### src/rtl/pt_defines.vh
// Constants for the dual 8-bit or single 16-bit timer.
// Assumes inclusion by bare name.
`ifndef PT_DEFINES_VH
`define PT_DEFINES_VH

// ---------------------------------------------------------------
// Register port
// ---------------------------------------------------------------
`define PT_AW          4
`define PT_DW          8
`define PT_A_CTRL      4'h0
`define PT_A_RATIO     4'h1
`define PT_A_RUN       4'h2
`define PT_A_RLD0      4'h3
`define PT_A_RLD1      4'h4
`define PT_A_CNT0      4'h5
`define PT_A_CNT1      4'h6
`define PT_A_IRQ       4'h7

// ---------------------------------------------------------------
// Field positions
// ---------------------------------------------------------------
`define PT_B_WIDE      0
`define PT_B_EVENT     1
`define PT_B_NOISE     2
`define PT_B_POL       3
`define PT_B_OUT_CHANNEL_SELECT     4
`define PT_B_OUTEN     5
`define PT_B_T0SRC     6
`define PT_B_T1SRC     7
`define PT_B_RUN0      0
`define PT_B_RUN1      1
`define PT_B_PRESET0   4
`define PT_B_PRESET1   5
`define PT_B_FLAG0     0
`define PT_B_FLAG1     1
`define PT_B_MASK0     4
`define PT_B_MASK1     5
`define PT_F_RATIO0    1:0
`define PT_F_RATIO1    3:2

// ---------------------------------------------------------------
// Values
// ---------------------------------------------------------------
`define PT_R_DIV4      2'b01
`define PT_R_DIV32     2'b10
`define PT_R_DIV256    2'b11
`define PT_M_DIV1      8'h00
`define PT_M_DIV4      8'h03
`define PT_M_DIV32     8'h1f
`define PT_M_DIV256    8'hff
`define PT_ZERO8       8'h00
`define PT_ONES8       8'hff
`define PT_ONE8        8'h01
`define PT_ZERO4       4'h0
`define PT_ZERO2       2'b00
`define PT_ONE2        2'b01
`define PT_NR_LAST     2'b01

`endif

### src/rtl/pt_sync.v
// Three-flop synchroniser for an input from another domain.
// Assumes the input changes slowly against clk_sys.
`timescale 1ns/1ps
`default_nettype none

module pt_sync (
    input  wire clk_sys,   // System clock
    input  wire rst,       // Synchronous reset, active high
    input  wire asyncIn,   // Raw pin level
    output reg  level,     // Accepted level
    output reg  rise,      // One-cycle pulse on accepted rise
    output reg  fall       // One-cycle pulse on accepted fall
);

    reg stage1;            // Metastability catcher, read by stage2 only
    reg stage2;            // Second stage
    reg stage3;            // Third stage, compared with stage2

    // -----------------------------------------------------------
    // Chain and acceptance
    // -----------------------------------------------------------
    // A change counts only once stage2 and stage3 agree
    always @(posedge clk_sys) begin
        if (rst) begin
            stage1 <= 1'b0;
            stage2 <= 1'b0;
            stage3 <= 1'b0;
            level  <= 1'b0;
            rise   <= 1'b0;
            fall   <= 1'b0;
        end else begin
            stage1 <= asyncIn;
            stage2 <= stage1;
            stage3 <= stage2;
            rise   <= 1'b0;
            fall   <= 1'b0;
            if ((stage2 == stage3) && (stage3 != level)) begin
                level <= stage3;
                rise  <= stage3;
                fall  <= ~stage3;
            end
        end
    end

endmodule // pt_sync

`default_nettype wire

### src/rtl/pt_timer.v
// Dual 8-bit or chained 16-bit down-counter timer.
// Assumes slow/fast oscillator, 2048 Hz and event pin inputs are
// asynchronous levels much slower than clk_sys.
//
// What this block does
// - Source select: 0 slow, 1 fast oscillator
// - Ratio field divides by 256, 32, 4, 1
// - Run bit enables prescaler, counter decrements
// - Underflow sets timer's flag, requests interrupt
// - Mask gates request only, flag always set
// - Output signal toggles once per underflow
// - Channel select: 0 timer 0, 1 timer 1; wide mode forces timer 1
// - Enable drives pin, else pin high
// - Output enable is asynchronous, glitch allowed
// - Timer 1 halved underflows clock serial link
// - Wide mode chains low and high byte
// - Preset bit loads counter from reload
// - Wide mode: timer 0 run controls both
// - Low-byte read latches high byte buffer
// - Underflow reloads counter and keeps counting
// - Event mode bit: 0 timer, 1 pin
// - Event mode ignores timer 0 prescaler
// - Polarity: 0 falling, 1 rising edges
// - Noise rejector accepts at second 2048 Hz fall
// - Writing one clears flags; clear before re-enable
// - Timer 1 never counts event pin
// - Wide underflow sets timer 1 flag
//
// The register addresses and strobed register access are this design's own decisions.
`timescale 1ns/1ps
`default_nettype none
`include "pt_defines.vh"

module pt_timer (
    input  wire                clk_sys,       // 10 MHz system clock
    input  wire                rst,           // Sync reset, active high
    input  wire [`PT_AW-1:0]   regAddr,       // Register address
    input  wire [`PT_DW-1:0]   regWdata,      // Write data
    input  wire                regWe,         // Write strobe
    input  wire                regRe,         // Read strobe
    output reg  [`PT_DW-1:0]   regRdata,      // Read data, next cycle
    input  wire                slowOscillator,// Slow oscillator clock
    input  wire                fastOscillator,// Fast oscillator clock
    input  wire                clk2048Hz,     // Internal 2048 Hz signal
    input  wire                eventInputPin, // External event input
    output wire                t0IrqReq,      // Timer 0 interrupt request
    output wire                t1IrqReq,      // Timer 1 interrupt request
    output wire                timerOutSignal,// Halved underflows
    output wire                outputPortPin, // Port pin level
    output wire                serialClk      // Clock to serial link
);

    // -----------------------------------------------------------
    // Control state
    // -----------------------------------------------------------
    reg  [`PT_DW-1:0] ctrl;     // Mode, output and source bits
    reg  [3:0]        ratio;    // Two ratio fields
    reg               run0;     // Timer 0 run bit
    reg               run1;     // Timer 1 run bit
    reg  [7:0]        reload0;  // Timer 0 reload bits
    reg  [7:0]        reload1;  // Timer 1 reload bits
    reg               mask0;    // Timer 0 interrupt mask (1 = pass)
    reg               mask1;    // Timer 1 interrupt mask (1 = pass)

    // -----------------------------------------------------------
    // Datapath state
    // -----------------------------------------------------------
    reg  [7:0]        count0;   // Timer 0 down counter, low byte
    reg  [7:0]        count1;   // Timer 1 down counter, high byte
    reg  [7:0]        hiBuffer; // Timer 1 count buffer
    reg  [7:0]        pre0;     // Timer 0 prescaler
    reg  [7:0]        pre1;     // Timer 1 prescaler
    reg               flag0;    // Timer 0 interrupt flag
    reg               flag1;    // Timer 1 interrupt flag
    reg               half0;    // Timer 0 underflows divided by two
    reg               half1;    // Timer 1 underflows divided by two
    reg               nrLevel;  // Filtered event level
    reg               nrPrev;   // Filtered level one cycle ago
    reg  [1:0]        nrCount;  // 2048 Hz falls since level change

    // Synchronised inputs
    wire slowRise;              // Slow oscillator rising edge
    wire fastRise;              // Fast oscillator rising edge
    wire hzFall;                // 2048 Hz falling edge
    wire eventLevel;            // Synchronised event level

    // Short names for control fields
    wire wideMode    = ctrl[`PT_B_WIDE];
    wire eventMode   = ctrl[`PT_B_EVENT];
    wire noiseReject = ctrl[`PT_B_NOISE];
    wire edgePol     = ctrl[`PT_B_POL];
    wire chanSelect  = ctrl[`PT_B_OUT_CHANNEL_SELECT];
    wire outEnable   = ctrl[`PT_B_OUTEN];

    // -----------------------------------------------------------
    // Functions
    // -----------------------------------------------------------
    // Prescaler mask for a two-bit ratio code
    function [7:0] ratioMask;
        input [1:0] code;
        begin
            case (code)
                `PT_R_DIV256: ratioMask = `PT_M_DIV256;
                `PT_R_DIV32:  ratioMask = `PT_M_DIV32;
                `PT_R_DIV4:   ratioMask = `PT_M_DIV4;
                default:      ratioMask = `PT_M_DIV1;
            endcase
        end
    endfunction

    // Prescaler completes one divided period
    function prescTick;
        input [7:0] pre;
        input [1:0] code;
        begin
            prescTick = ((pre & ratioMask(code)) == ratioMask(code));
        end
    endfunction

    // -----------------------------------------------------------
    // Input synchronisers
    // -----------------------------------------------------------
    pt_sync u_syncSlow (
        .clk_sys (clk_sys),
        .rst     (rst),
        .asyncIn (slowOscillator),
        .level   (),
        .rise    (slowRise),
        .fall    ()
    );

    pt_sync u_syncFast (
        .clk_sys (clk_sys),
        .rst     (rst),
        .asyncIn (fastOscillator),
        .level   (),
        .rise    (fastRise),
        .fall    ()
    );

    pt_sync u_syncHz (
        .clk_sys (clk_sys),
        .rst     (rst),
        .asyncIn (clk2048Hz),
        .level   (),
        .rise    (),
        .fall    (hzFall)
    );

    pt_sync u_syncEvent (
        .clk_sys (clk_sys),
        .rst     (rst),
        .asyncIn (eventInputPin),
        .level   (eventLevel),
        .rise    (),
        .fall    ()
    );

    // -----------------------------------------------------------
    // Register decode
    // -----------------------------------------------------------
    wire wrCtrl  = regWe && (regAddr == `PT_A_CTRL);
    wire wrRatio = regWe && (regAddr == `PT_A_RATIO);
    wire wrRun   = regWe && (regAddr == `PT_A_RUN);
    wire wrRld0  = regWe && (regAddr == `PT_A_RLD0);
    wire wrRld1  = regWe && (regAddr == `PT_A_RLD1);
    wire wrIrq   = regWe && (regAddr == `PT_A_IRQ);
    wire rdCnt0  = regRe && (regAddr == `PT_A_CNT0);

    // Presets and flag clears are write strobes
    wire preset0 = wrRun && regWdata[`PT_B_PRESET0];
    wire preset1 = wrRun && regWdata[`PT_B_PRESET1];
    wire clear0  = wrIrq && regWdata[`PT_B_FLAG0];
    wire clear1  = wrIrq && regWdata[`PT_B_FLAG1];

    // Software-written control registers
    always @(posedge clk_sys) begin
        if (rst) begin
            ctrl    <= `PT_ZERO8;
            ratio   <= `PT_ZERO4;
            run0    <= 1'b0;
            run1    <= 1'b0;
            reload0 <= `PT_ZERO8;
            reload1 <= `PT_ZERO8;
            mask0   <= 1'b0;
            mask1   <= 1'b0;
        end else begin
            if (wrCtrl) begin
                ctrl <= regWdata;
            end
            if (wrRatio) begin
                ratio <= regWdata[3:0];
            end
            if (wrRun) begin
                run0 <= regWdata[`PT_B_RUN0];
                run1 <= regWdata[`PT_B_RUN1];
            end
            if (wrRld0) begin
                reload0 <= regWdata;
            end
            if (wrRld1) begin
                reload1 <= regWdata;
            end
            if (wrIrq) begin
                mask0 <= regWdata[`PT_B_MASK0];
                mask1 <= regWdata[`PT_B_MASK1];
            end
        end
    end

    // -----------------------------------------------------------
    // Prescalers
    // -----------------------------------------------------------
    // Timer 1 obeys its own run bit only when split
    wire run1Eff  = run1 && !wideMode;
    wire src0Rise = ctrl[`PT_B_T0SRC] ? fastRise : slowRise;
    wire src1Rise = ctrl[`PT_B_T1SRC] ? fastRise : slowRise;
    wire pTick0   = run0 && src0Rise
                    && prescTick(pre0, ratio[`PT_F_RATIO0]);
    wire pTick1   = run1Eff && src1Rise
                    && prescTick(pre1, ratio[`PT_F_RATIO1]);

    // A stopped prescaler restarts at zero, so periods start whole
    always @(posedge clk_sys) begin
        if (rst) begin
            pre0 <= `PT_ZERO8;
            pre1 <= `PT_ZERO8;
        end else begin
            if (!run0 || eventMode) begin
                pre0 <= `PT_ZERO8;
            end else if (src0Rise) begin
                pre0 <= pre0 + `PT_ONE8;
            end
            if (!run1Eff) begin
                pre1 <= `PT_ZERO8;
            end else if (src1Rise) begin
                pre1 <= pre1 + `PT_ONE8;
            end
        end
    end

    // -----------------------------------------------------------
    // Event input and noise rejector
    // -----------------------------------------------------------
    // A change must survive two 2048 Hz falls; a return cancels it
    always @(posedge clk_sys) begin
        if (rst) begin
            nrLevel <= 1'b0;
            nrPrev  <= 1'b0;
            nrCount <= `PT_ZERO2;
        end else begin
            nrPrev <= nrLevel;
            if (!noiseReject) begin
                nrLevel <= eventLevel;
                nrCount <= `PT_ZERO2;
            end else if (eventLevel == nrLevel) begin
                nrCount <= `PT_ZERO2;
            end else if (hzFall) begin
                if (nrCount == `PT_NR_LAST) begin
                    nrLevel <= eventLevel;
                    nrCount <= `PT_ZERO2;
                end else begin
                    nrCount <= nrCount + `PT_ONE2;
                end
            end
        end
    end

    // Selected edge of the filtered event level
    wire evEdge = edgePol ? (nrLevel && !nrPrev)
                          : (!nrLevel && nrPrev);

    // Count clocks; timer 1 never sees the event pin
    wire tick0 = run0 && (eventMode ? evEdge : pTick0);
    wire tick1 = pTick1;

    // -----------------------------------------------------------
    // Down counters
    // -----------------------------------------------------------
    wire lowZero  = (count0 == `PT_ZERO8);
    wire highZero = (count1 == `PT_ZERO8);
    wire borrow   = wideMode && tick0 && lowZero;
    wire uf0      = !wideMode && tick0 && lowZero;
    wire ufWide   = borrow && highZero;
    wire uf1      = wideMode ? ufWide
                             : (tick1 && highZero);

    // Presets win over a count clock in the same cycle
    always @(posedge clk_sys) begin
        if (rst) begin
            count0 <= `PT_ZERO8;
            count1 <= `PT_ZERO8;
        end else begin
            if (preset0) begin
                count0 <= reload0;
            end else if (tick0) begin
                if (!lowZero) begin
                    count0 <= count0 - `PT_ONE8;
                end else if (wideMode && !highZero) begin
                    count0 <= `PT_ONES8;
                end else begin
                    count0 <= reload0;
                end
            end
            if (preset1) begin
                count1 <= reload1;
            end else if (borrow || (!wideMode && tick1)) begin
                if (highZero) begin
                    count1 <= reload1;
                end else begin
                    count1 <= count1 - `PT_ONE8;
                end
            end
        end
    end

    // -----------------------------------------------------------
    // Interrupt flags
    // -----------------------------------------------------------
    // Set beats clear so an underflow during a clear write is kept
    always @(posedge clk_sys) begin
        if (rst) begin
            flag0 <= 1'b0;
            flag1 <= 1'b0;
        end else begin
            flag0 <= uf0 || (flag0 && !clear0);
            flag1 <= uf1 || (flag1 && !clear1);
        end
    end

    // The mask only gates the request, never the flag
    assign t0IrqReq = flag0 && mask0;
    assign t1IrqReq = flag1 && mask1;

    // -----------------------------------------------------------
    // Divide-by-two outputs
    // -----------------------------------------------------------
    always @(posedge clk_sys) begin
        if (rst) begin
            half0 <= 1'b0;
            half1 <= 1'b0;
        end else begin
            if (uf0) begin
                half0 <= !half0;
            end
            if (uf1) begin
                half1 <= !half1;
            end
        end
    end

    // Wide mode has only the combined underflow
    assign timerOutSignal = (chanSelect || wideMode) ? half1
                                                     : half0;
    // Plain mux on the enable: a switch may clip half a period
    assign outputPortPin  = outEnable ? timerOutSignal
                                      : 1'b1;
    // Independent of the output enable
    assign serialClk      = half1;

    // -----------------------------------------------------------
    // Read path
    // -----------------------------------------------------------
    // A low-byte read freezes the high byte
    always @(posedge clk_sys) begin
        if (rst) begin
            hiBuffer <= `PT_ZERO8;
        end else if (rdCnt0) begin
            hiBuffer <= count1;
        end
    end

    // Read data stand one cycle, zero otherwise
    always @(posedge clk_sys) begin
        if (rst) begin
            regRdata <= `PT_ZERO8;
        end else if (!regRe) begin
            regRdata <= `PT_ZERO8;
        end else begin
            case (regAddr)
                `PT_A_CTRL:  regRdata <= ctrl;
                `PT_A_RATIO: regRdata <= {4'h0, ratio};
                `PT_A_RUN:   regRdata <= {6'h00, run1, run0};
                `PT_A_RLD0:  regRdata <= reload0;
                `PT_A_RLD1:  regRdata <= reload1;
                `PT_A_CNT0:  regRdata <= count0;
                `PT_A_CNT1:  regRdata <= hiBuffer;
                `PT_A_IRQ:   regRdata <= {2'b00, mask1, mask0,
                                          2'b00, flag1, flag0};
                default:     regRdata <= `PT_ZERO8;
            endcase
        end
    end

endmodule // pt_timer

`default_nettype wire

### config.mk
export PLATFORM = sky130hd
export DESIGN_NAME = pt_timer
export DESIGN_NICKNAME = d
export VERILOG_FILES = /design/src/rtl/pt_sync.v /design/src/rtl/pt_timer.v
export VERILOG_INCLUDE_DIRS = /design/src /design/src/rtl
export SDC_FILE = /design/constraint.sdc
export NUM_CORES = 1
export LEC_CHECK = 0
export BUFFER_PORTS_ARGS = -buffer_cell sky130_fd_sc_hd__buf_2
export CAP_MARGIN = 20
export CORE_ASPECT_RATIO = 0.6
export CORE_MARGIN = 2
export CORE_UTILIZATION = 50
export CTS_BUF_LIST = sky130_fd_sc_hd__clkbuf_8
export DETAILED_ROUTE_END_ITERATION = 8
export HOLD_SLACK_MARGIN = 0.02
export PLACE_DENSITY = 0.69
export SYNTH_ARGS = -nofsm -noshare
export SYNTH_HDL_FRONTEND = slang
export SYNTH_SLANG_ARGS = --single-unit
### constraint.sdc
create_clock -name clk_sys -period 4.33 [get_ports clk_sys]
set_clock_uncertainty 0.1 [all_clocks]
set_input_delay 0.6495 -clock clk_sys [delete_from_list [all_inputs] [get_ports clk_sys]]
set_output_delay 0.6495 -clock clk_sys [all_outputs]
set_load 0.05 [all_outputs]
# ---- Word-level counts from Yosys, hierarchy flattened
# Cells that the tools add are included.
dict set report totals {
  regBits 107
  latchBits 0
  mem_bits_rw 0
  romBits 0
  in_bits 20
  out_inout_bits 13
  elab_cells 166
  memories 0
}
dict set report op_classes {
  addsub 5
  mul 0
  div_mod_pow 0
  n_lt_le_gt_ge 0
  eq_ne 28
  shift 0
  n_mux 22
  bitwise 9
  reduce_logical 62
}
# op count
set ops {}
lappend ops {{8-bit one-hot mux with 8 select lines} 1}
lappend ops {{8-bit two-way mux} 7}
lappend ops {{8-bit one-hot mux with 3 select lines} 2}
lappend ops {{1-bit logical AND} 35}
lappend ops {{8-bit by 1-bit adder with 8-bit output (second input constant)} 2}
lappend ops {{8-bit bitwise AND} 2}
lappend ops {{4-bit by 3-bit equality test with 1-bit output (second input constant)} 4}
lappend ops {{8-bit equality test} 2}
lappend ops {{8-bit logical NOT} 2}
lappend ops {{8-bit by 1-bit subtractor with 8-bit output (second input constant)} 2}
lappend ops {{2-bit OR reduction} 6}
lappend ops {{1-bit two-way mux} 11}
lappend ops {{1-bit logical NOT} 9}
lappend ops {{2-bit equality test (second input constant)} 4}
lappend ops {{4-bit by 2-bit equality test with 1-bit output (second input constant)} 2}
lappend ops {{1-bit NOT} 7}
lappend ops {{2-bit by 1-bit equality test with 1-bit output (second input constant)} 3}
lappend ops {{1-bit equality test} 5}
lappend ops {{1-bit logical OR} 5}
lappend ops {{4-bit by 1-bit equality test with 1-bit output (second input constant)} 1}
lappend ops {{4-bit logical NOT} 1}
lappend ops {{1-bit inequality test} 4}
lappend ops {{2-bit by 1-bit inequality test with 1-bit output (second input constant)} 2}
lappend ops {{2-bit nonzero test} 2}
lappend ops {{other kinds (5)} 5}

# ---- Depth between registers and ports, before layout
dict set report logic_depth {
  depth_word 12
  mapped_depth 9
  mapped_depth_nobuf 8
}

# ---- Hierarchy
# Synthesis repeated with hierarchy kept, for this count alone.
dict set report unflattened {
  cells_unflattened 574
  hier_area_um2 5127.4
}
# module n_inst cells_each area_each_um2 seq_area_each_um2
set by_module_without_submodules {}
lappend by_module_without_submodules {pt_timer 1 518 4416.7 1761.7}
lappend by_module_without_submodules {pt_sync 4 14 177.7 120.1}

# ---- Worst setup path before layout
# OpenSTA, ideal clock, no wires.
dict set report synth_path {
  path_type {input port to flip-flop}
  startpoint {in regAddr[3]}
  endpoint {reg count1[2]}
  setup_ns 0.131
  arrival_time_ns 1.940
  required_ns 4.099
  setup_slack_ns 2.160
  cell_stages 9
  path_buffers 3
  path_cell_list {buf_2 nor2_1 and4_4 buf_6 a21oi_1 o21a_1 buf_6 o21ai_0 o31ai_1}
}
dict set report synth_via {
  elab_chain_len 4
  elab_cells_between_ends 5
  classes_between {eq/ne: 1; mux: 1; reduce/logical: 3}
}
# item line_no
set synth_lines {}
lappend synth_lines {{start: declaration} pt_timer.v:37} ;# input wire [`PT_AW-1:0] regAddr,
lappend synth_lines {{4-bit by 2-bit equality test with 1-bit output (*)} --}
lappend synth_lines {{1-bit logical AND (*)} pt_timer.v:164} ;# wire wrRun = regWe && (regAddr == `PT_A_RUN);
lappend synth_lines {{1-bit logical AND (*)} pt_timer.v:172} ;# wire preset1 = wrRun && regWdata[`PT_B_PRESET1];
lappend synth_lines {{8-bit two-way mux / 2-bit nonzero test (equally long branches)} --}
lappend synth_lines {{end signal: assignment} pt_timer.v:306} ;# count1 <= reload1;
lappend synth_lines {{end signal: assignment} pt_timer.v:309} ;# count1 <= reload1;
lappend synth_lines {{end signal: assignment} pt_timer.v:311} ;# count1 <= count1 - `PT_ONE8;
lappend synth_lines {{end: declaration} pt_timer.v:69} ;# reg [7:0] count1;
# Mark *: on every way between the ends. The rest lies on a longest branch, timed or not.
# A chain may end at the register's enable or synchronous reset.

# ---- Worst setup path after layout
dict set report layout_path {
  startpoint {reg count1[0]}
  endpoint {reg count0[2]}
}
dict set report layout_via {
  elab_chain_len 7
}
# item line_no
set layout_lines {}
lappend layout_lines {{start signal: assignment} pt_timer.v:292} ;# count1 <= `PT_ZERO8;
lappend layout_lines {{start signal: assignment} pt_timer.v:306}
lappend layout_lines {{start signal: assignment} pt_timer.v:309}
lappend layout_lines {{8-bit logical NOT (no line)} --}
lappend layout_lines {{1-bit logical NOT} pt_timer.v:299} ;# end else if (wideMode && !highZero) begin
lappend layout_lines {{1-bit logical AND} pt_timer.v:299}
lappend layout_lines {{8-bit two-way mux} pt_timer.v:299}
lappend layout_lines {{8-bit two-way mux} pt_timer.v:297} ;# if (!lowZero) begin
lappend layout_lines {{8-bit two-way mux} pt_timer.v:296} ;# end else if (tick0) begin
lappend layout_lines {{8-bit two-way mux} pt_timer.v:294} ;# if (preset0) begin
lappend layout_lines {{end signal: assignment} pt_timer.v:295} ;# count0 <= reload0;
lappend layout_lines {{end signal: assignment} pt_timer.v:298} ;# count0 <= count0 - `PT_ONE8;
lappend layout_lines {{end signal: assignment} pt_timer.v:300} ;# count0 <= `PT_ONES8;
lappend layout_lines {{end: declaration} pt_timer.v:68} ;# reg [7:0] count0;
# Every way passes these cells. The select of a mux whose other input is x is not followed.

==> impl_metrics.csv <==
group,metric,value,unit
critical_path,critPathMaxStageDelay,530,ps
clocking,clockBufferDepth,2,
synthesis,synth_nets,581,
critical_path,worstPathCellList,"inv_1 -> ha_1 -> or4b_4 -> o41ai_1 -> a21boi_1 -> o21ai_0 -> a221oi_1",
floorplanning,die_y,80.6,um
synthesis,ys_seq_area_share,43.9,%
synthesis,ys_seq_elements,107,
global_routing,use_met3,7.70,%
floorplanning,core,0.00932,sq mm
finish,fin_nets,600,
floorplanning,dieArea,0.0106,sq mm
synthesis,syn_inst,556,
global_routing,grt_max_degree,49,
place,dp_hpwl,8950,um
clocking,htreeDepth,3,
global_routing,grt_util_met1,35.4,%
place,dp_slack,1630,ps
floorplanning,io_pins,33,
sta,slew_violations,0,
sta,rsz0062_at_grt,"false",
synthesis,synth_area_leaders,"dfxtp_1 (44%), mux2i_1 (5.7%), a21oi_1 (5.0%)",
synthesis,yosys_warnings,0,
route,routedWlPerCell,17.4,um
clocking,clock_latency,380,ps
clocking,cts_made_buffers,9,
power_and_ir_drop,p_leak,2.04,nW
clocking,cts_sinks,107,
clocking,postCtsSetupBuffers,0,
clocking,hold_buffers,0,
global_routing,grt_overflow,0,
sta,slew_headroom,44.1,%
global_routing,grt_first_pass_wirelength,20200,um
finish,drive_gt1_share,13.5,%
finish,layout_commonest_cell,"dfxtp_1",
critical_path,cp-end-kind,"flop",
floorplanning,initial_core_util,52.4,%
global_routing,grt_busiest_layer,"met2",
sta,hold_viol,0,
place,io_buffers,32,
clocking,cts_tree,"yes",
synthesis,synth_cell_type_count,61,
floorplanning,die_w,132,um
critical_path,cp_max_fo,8,
synthesis,synth_edf_count,0,
global_routing,antenna_found_initial,0,
global_routing,grtUsageTotal,24.7,%
synthesis,syn_area,0.00488,sq mm
finish,synthToLayoutAreaGrowth,9.40,%
critical_path,crit_arrival,2890,ps
synthesis,post-synth-top-area-fraction,43.9,%
finish,fill_cells,854,
power_and_ir_drop,ir_worst_vdd,159,uV
sta,setup_tns,0,ps
route,drc_errors,0,
clocking,clkSlewWorstSetupHoldPaths,100,ps
sta,finalWorstSetupSlack,1550,ps
power_and_ir_drop,power,1.82,mW
clocking,post_cts_resized,0,
sta,finalSetupViolCount,0,
critical_path,critPathSlowestCell,"o41ai_1",
critical_path,required,4440,ps
sta,tightest_slew,838,ps
synthesis,synth_top_cell_by_area,"dfxtp_1",
outcome,status,"finished, final reports clean",
route,dr.pass1.iters,7,
power_and_ir_drop,p_per_area,341,mW/mm^2
clocking,cts-root-buf,"clkbuf_8",
finish,multi_input_area,0.00258,sq mm
min_path,hold_class,"flop to flop",
synthesis,ys_async_sr_fraction,0,%
job,cap_violations,0,
sta,holdWs,336,ps
finish,seq_area,0.00214,sq mm
finish,post-route-util,57.3,%
finish,antenna_cells,0,
route,final_antenna_net_count,0,
route,viasPerCell,5.89,
floorplanning,rows,27,
synthesis,synth_top_flop_cell,"dfxtp_1",
global_routing,grt_pass1_vias,3869,
sta,period_share,64.2,%
route,totalWireLength,12300,um
sta,fmax,359,MHz
sta,min_period,2780,ps
global_routing,use_met2,35.7,%
route,drt_iter0_markers,442,
route,vias,4176,
place,gp_congestion,0.930,
critical_path,crit_type,"flop to flop",
critical_path,start_kind,"flop",
finish,final_cell_mix,"dfxtp_1 (107), nor2_1 (63), nand2_1 (52), a21oi_1 (49), nand3_1 (35)",
synthesis,avgSynthCellArea,8.79,sq um
==> stage by stage <==
step | std cells | area (sq um)
after floorplan | 556 | 4880
after global placement | 694 | 5110
after detailed placement | 694 | 5110
after CTS | 709 | 5340
after global routing | 709 | 5340
final | 709 | 5340
==> final timing paths <==
kind / start / end / slack, ps / cells past startpoint
worst max-delay path: count1[0]$_SDFFE_PP0P_ / count0[2]$_SDFFE_PP0P_ / 1550 / 7
worst max register to register: count1[0]$_SDFFE_PP0P_ / count0[2]$_SDFFE_PP0P_ / 1550 / 7
worst min-delay path: u_syncSlow.stage1$_SDFF_PP0_ / u_syncSlow.stage2$_SDFF_PP0_ / 340 / 1
worst min register to register: u_syncSlow.stage1$_SDFF_PP0_ / u_syncSlow.stage2$_SDFF_PP0_ / 340 / 1
==> Yosys cell counts, types with 2 or more instances <==
cell type and number:
nor3_1 7, clkbuf_1 19, or2_2 2, o221ai_1 5
buf_2 5, and2_1 4, nor2b_1 22, xnor2_1 10
xor2_1 10, nor4_2 2, a221oi_1 5, a211oi_1 2
dfxtp_1 107, or3_1 4, o32ai_1 3, inv_1 10
a32oi_1 2, mux2_2 11, nand3_1 35, a21oi_1 49
and4_1 2, o21ai_0 16, o22ai_1 3, nor4b_1 4
o2bb2ai_1 2, and3b_1 2, and3_1 7, nand2_1 52
a222oi_1 3, a22oi_1 8, nand2b_1 7, buf_6 2
nand4_1 10, nor2_1 63, or3b_2 2, ha_1 5
mux2i_1 28, nand3b_1 3
==> power by group <==
part	internal (mW)	switching (mW)
logic	0.0281	0.0642
registers	0.993	0.00740
clock network	0.384	0.344
total	1.40	0.415
==> metal layers <==
layer  routed length (um)  up-vias  share of wire (%)
met3                 1130       19                9.1
met5                    0        -                  0
met2                 4930      187                 40
li1                     -     2023                  -
met1                 6080     1947                 49
met4                  195        0                1.6
==> kinds of logic after synthesis <==
kind of cell	Yosys count	share of synthesized area, %
AND/OR/NAND/NOR	237	25.2
XOR/XNOR	20	3.59
flip-flops	107	43.9
multiplexers	40	8.50
adder cells (fa/ha/maj)	5	1.28
AO/OA/AOI/OAI	110	14.3
buffers and inverters	37	3.28
==> cell type report <==
class	instances	area share, %
tap	130	3.04
sequential	107	40.1
multi-input combinational	412	48.3
clock buffer	9	2.32
timing repair buffer	35	3.42
clock inverter	6	2.11
inverter	10	0.702
==> worst max-delay path: cells and delay by family (launching register included) <==
family,cells,cell delay (ps)
and+or+nand+nor,1,520
DFF,1,320
buffers and inverters,1,150
adders and majority gates,1,240
AOI/OAI and AO/OA,4,1300
(Power assumes the default switching activity.)
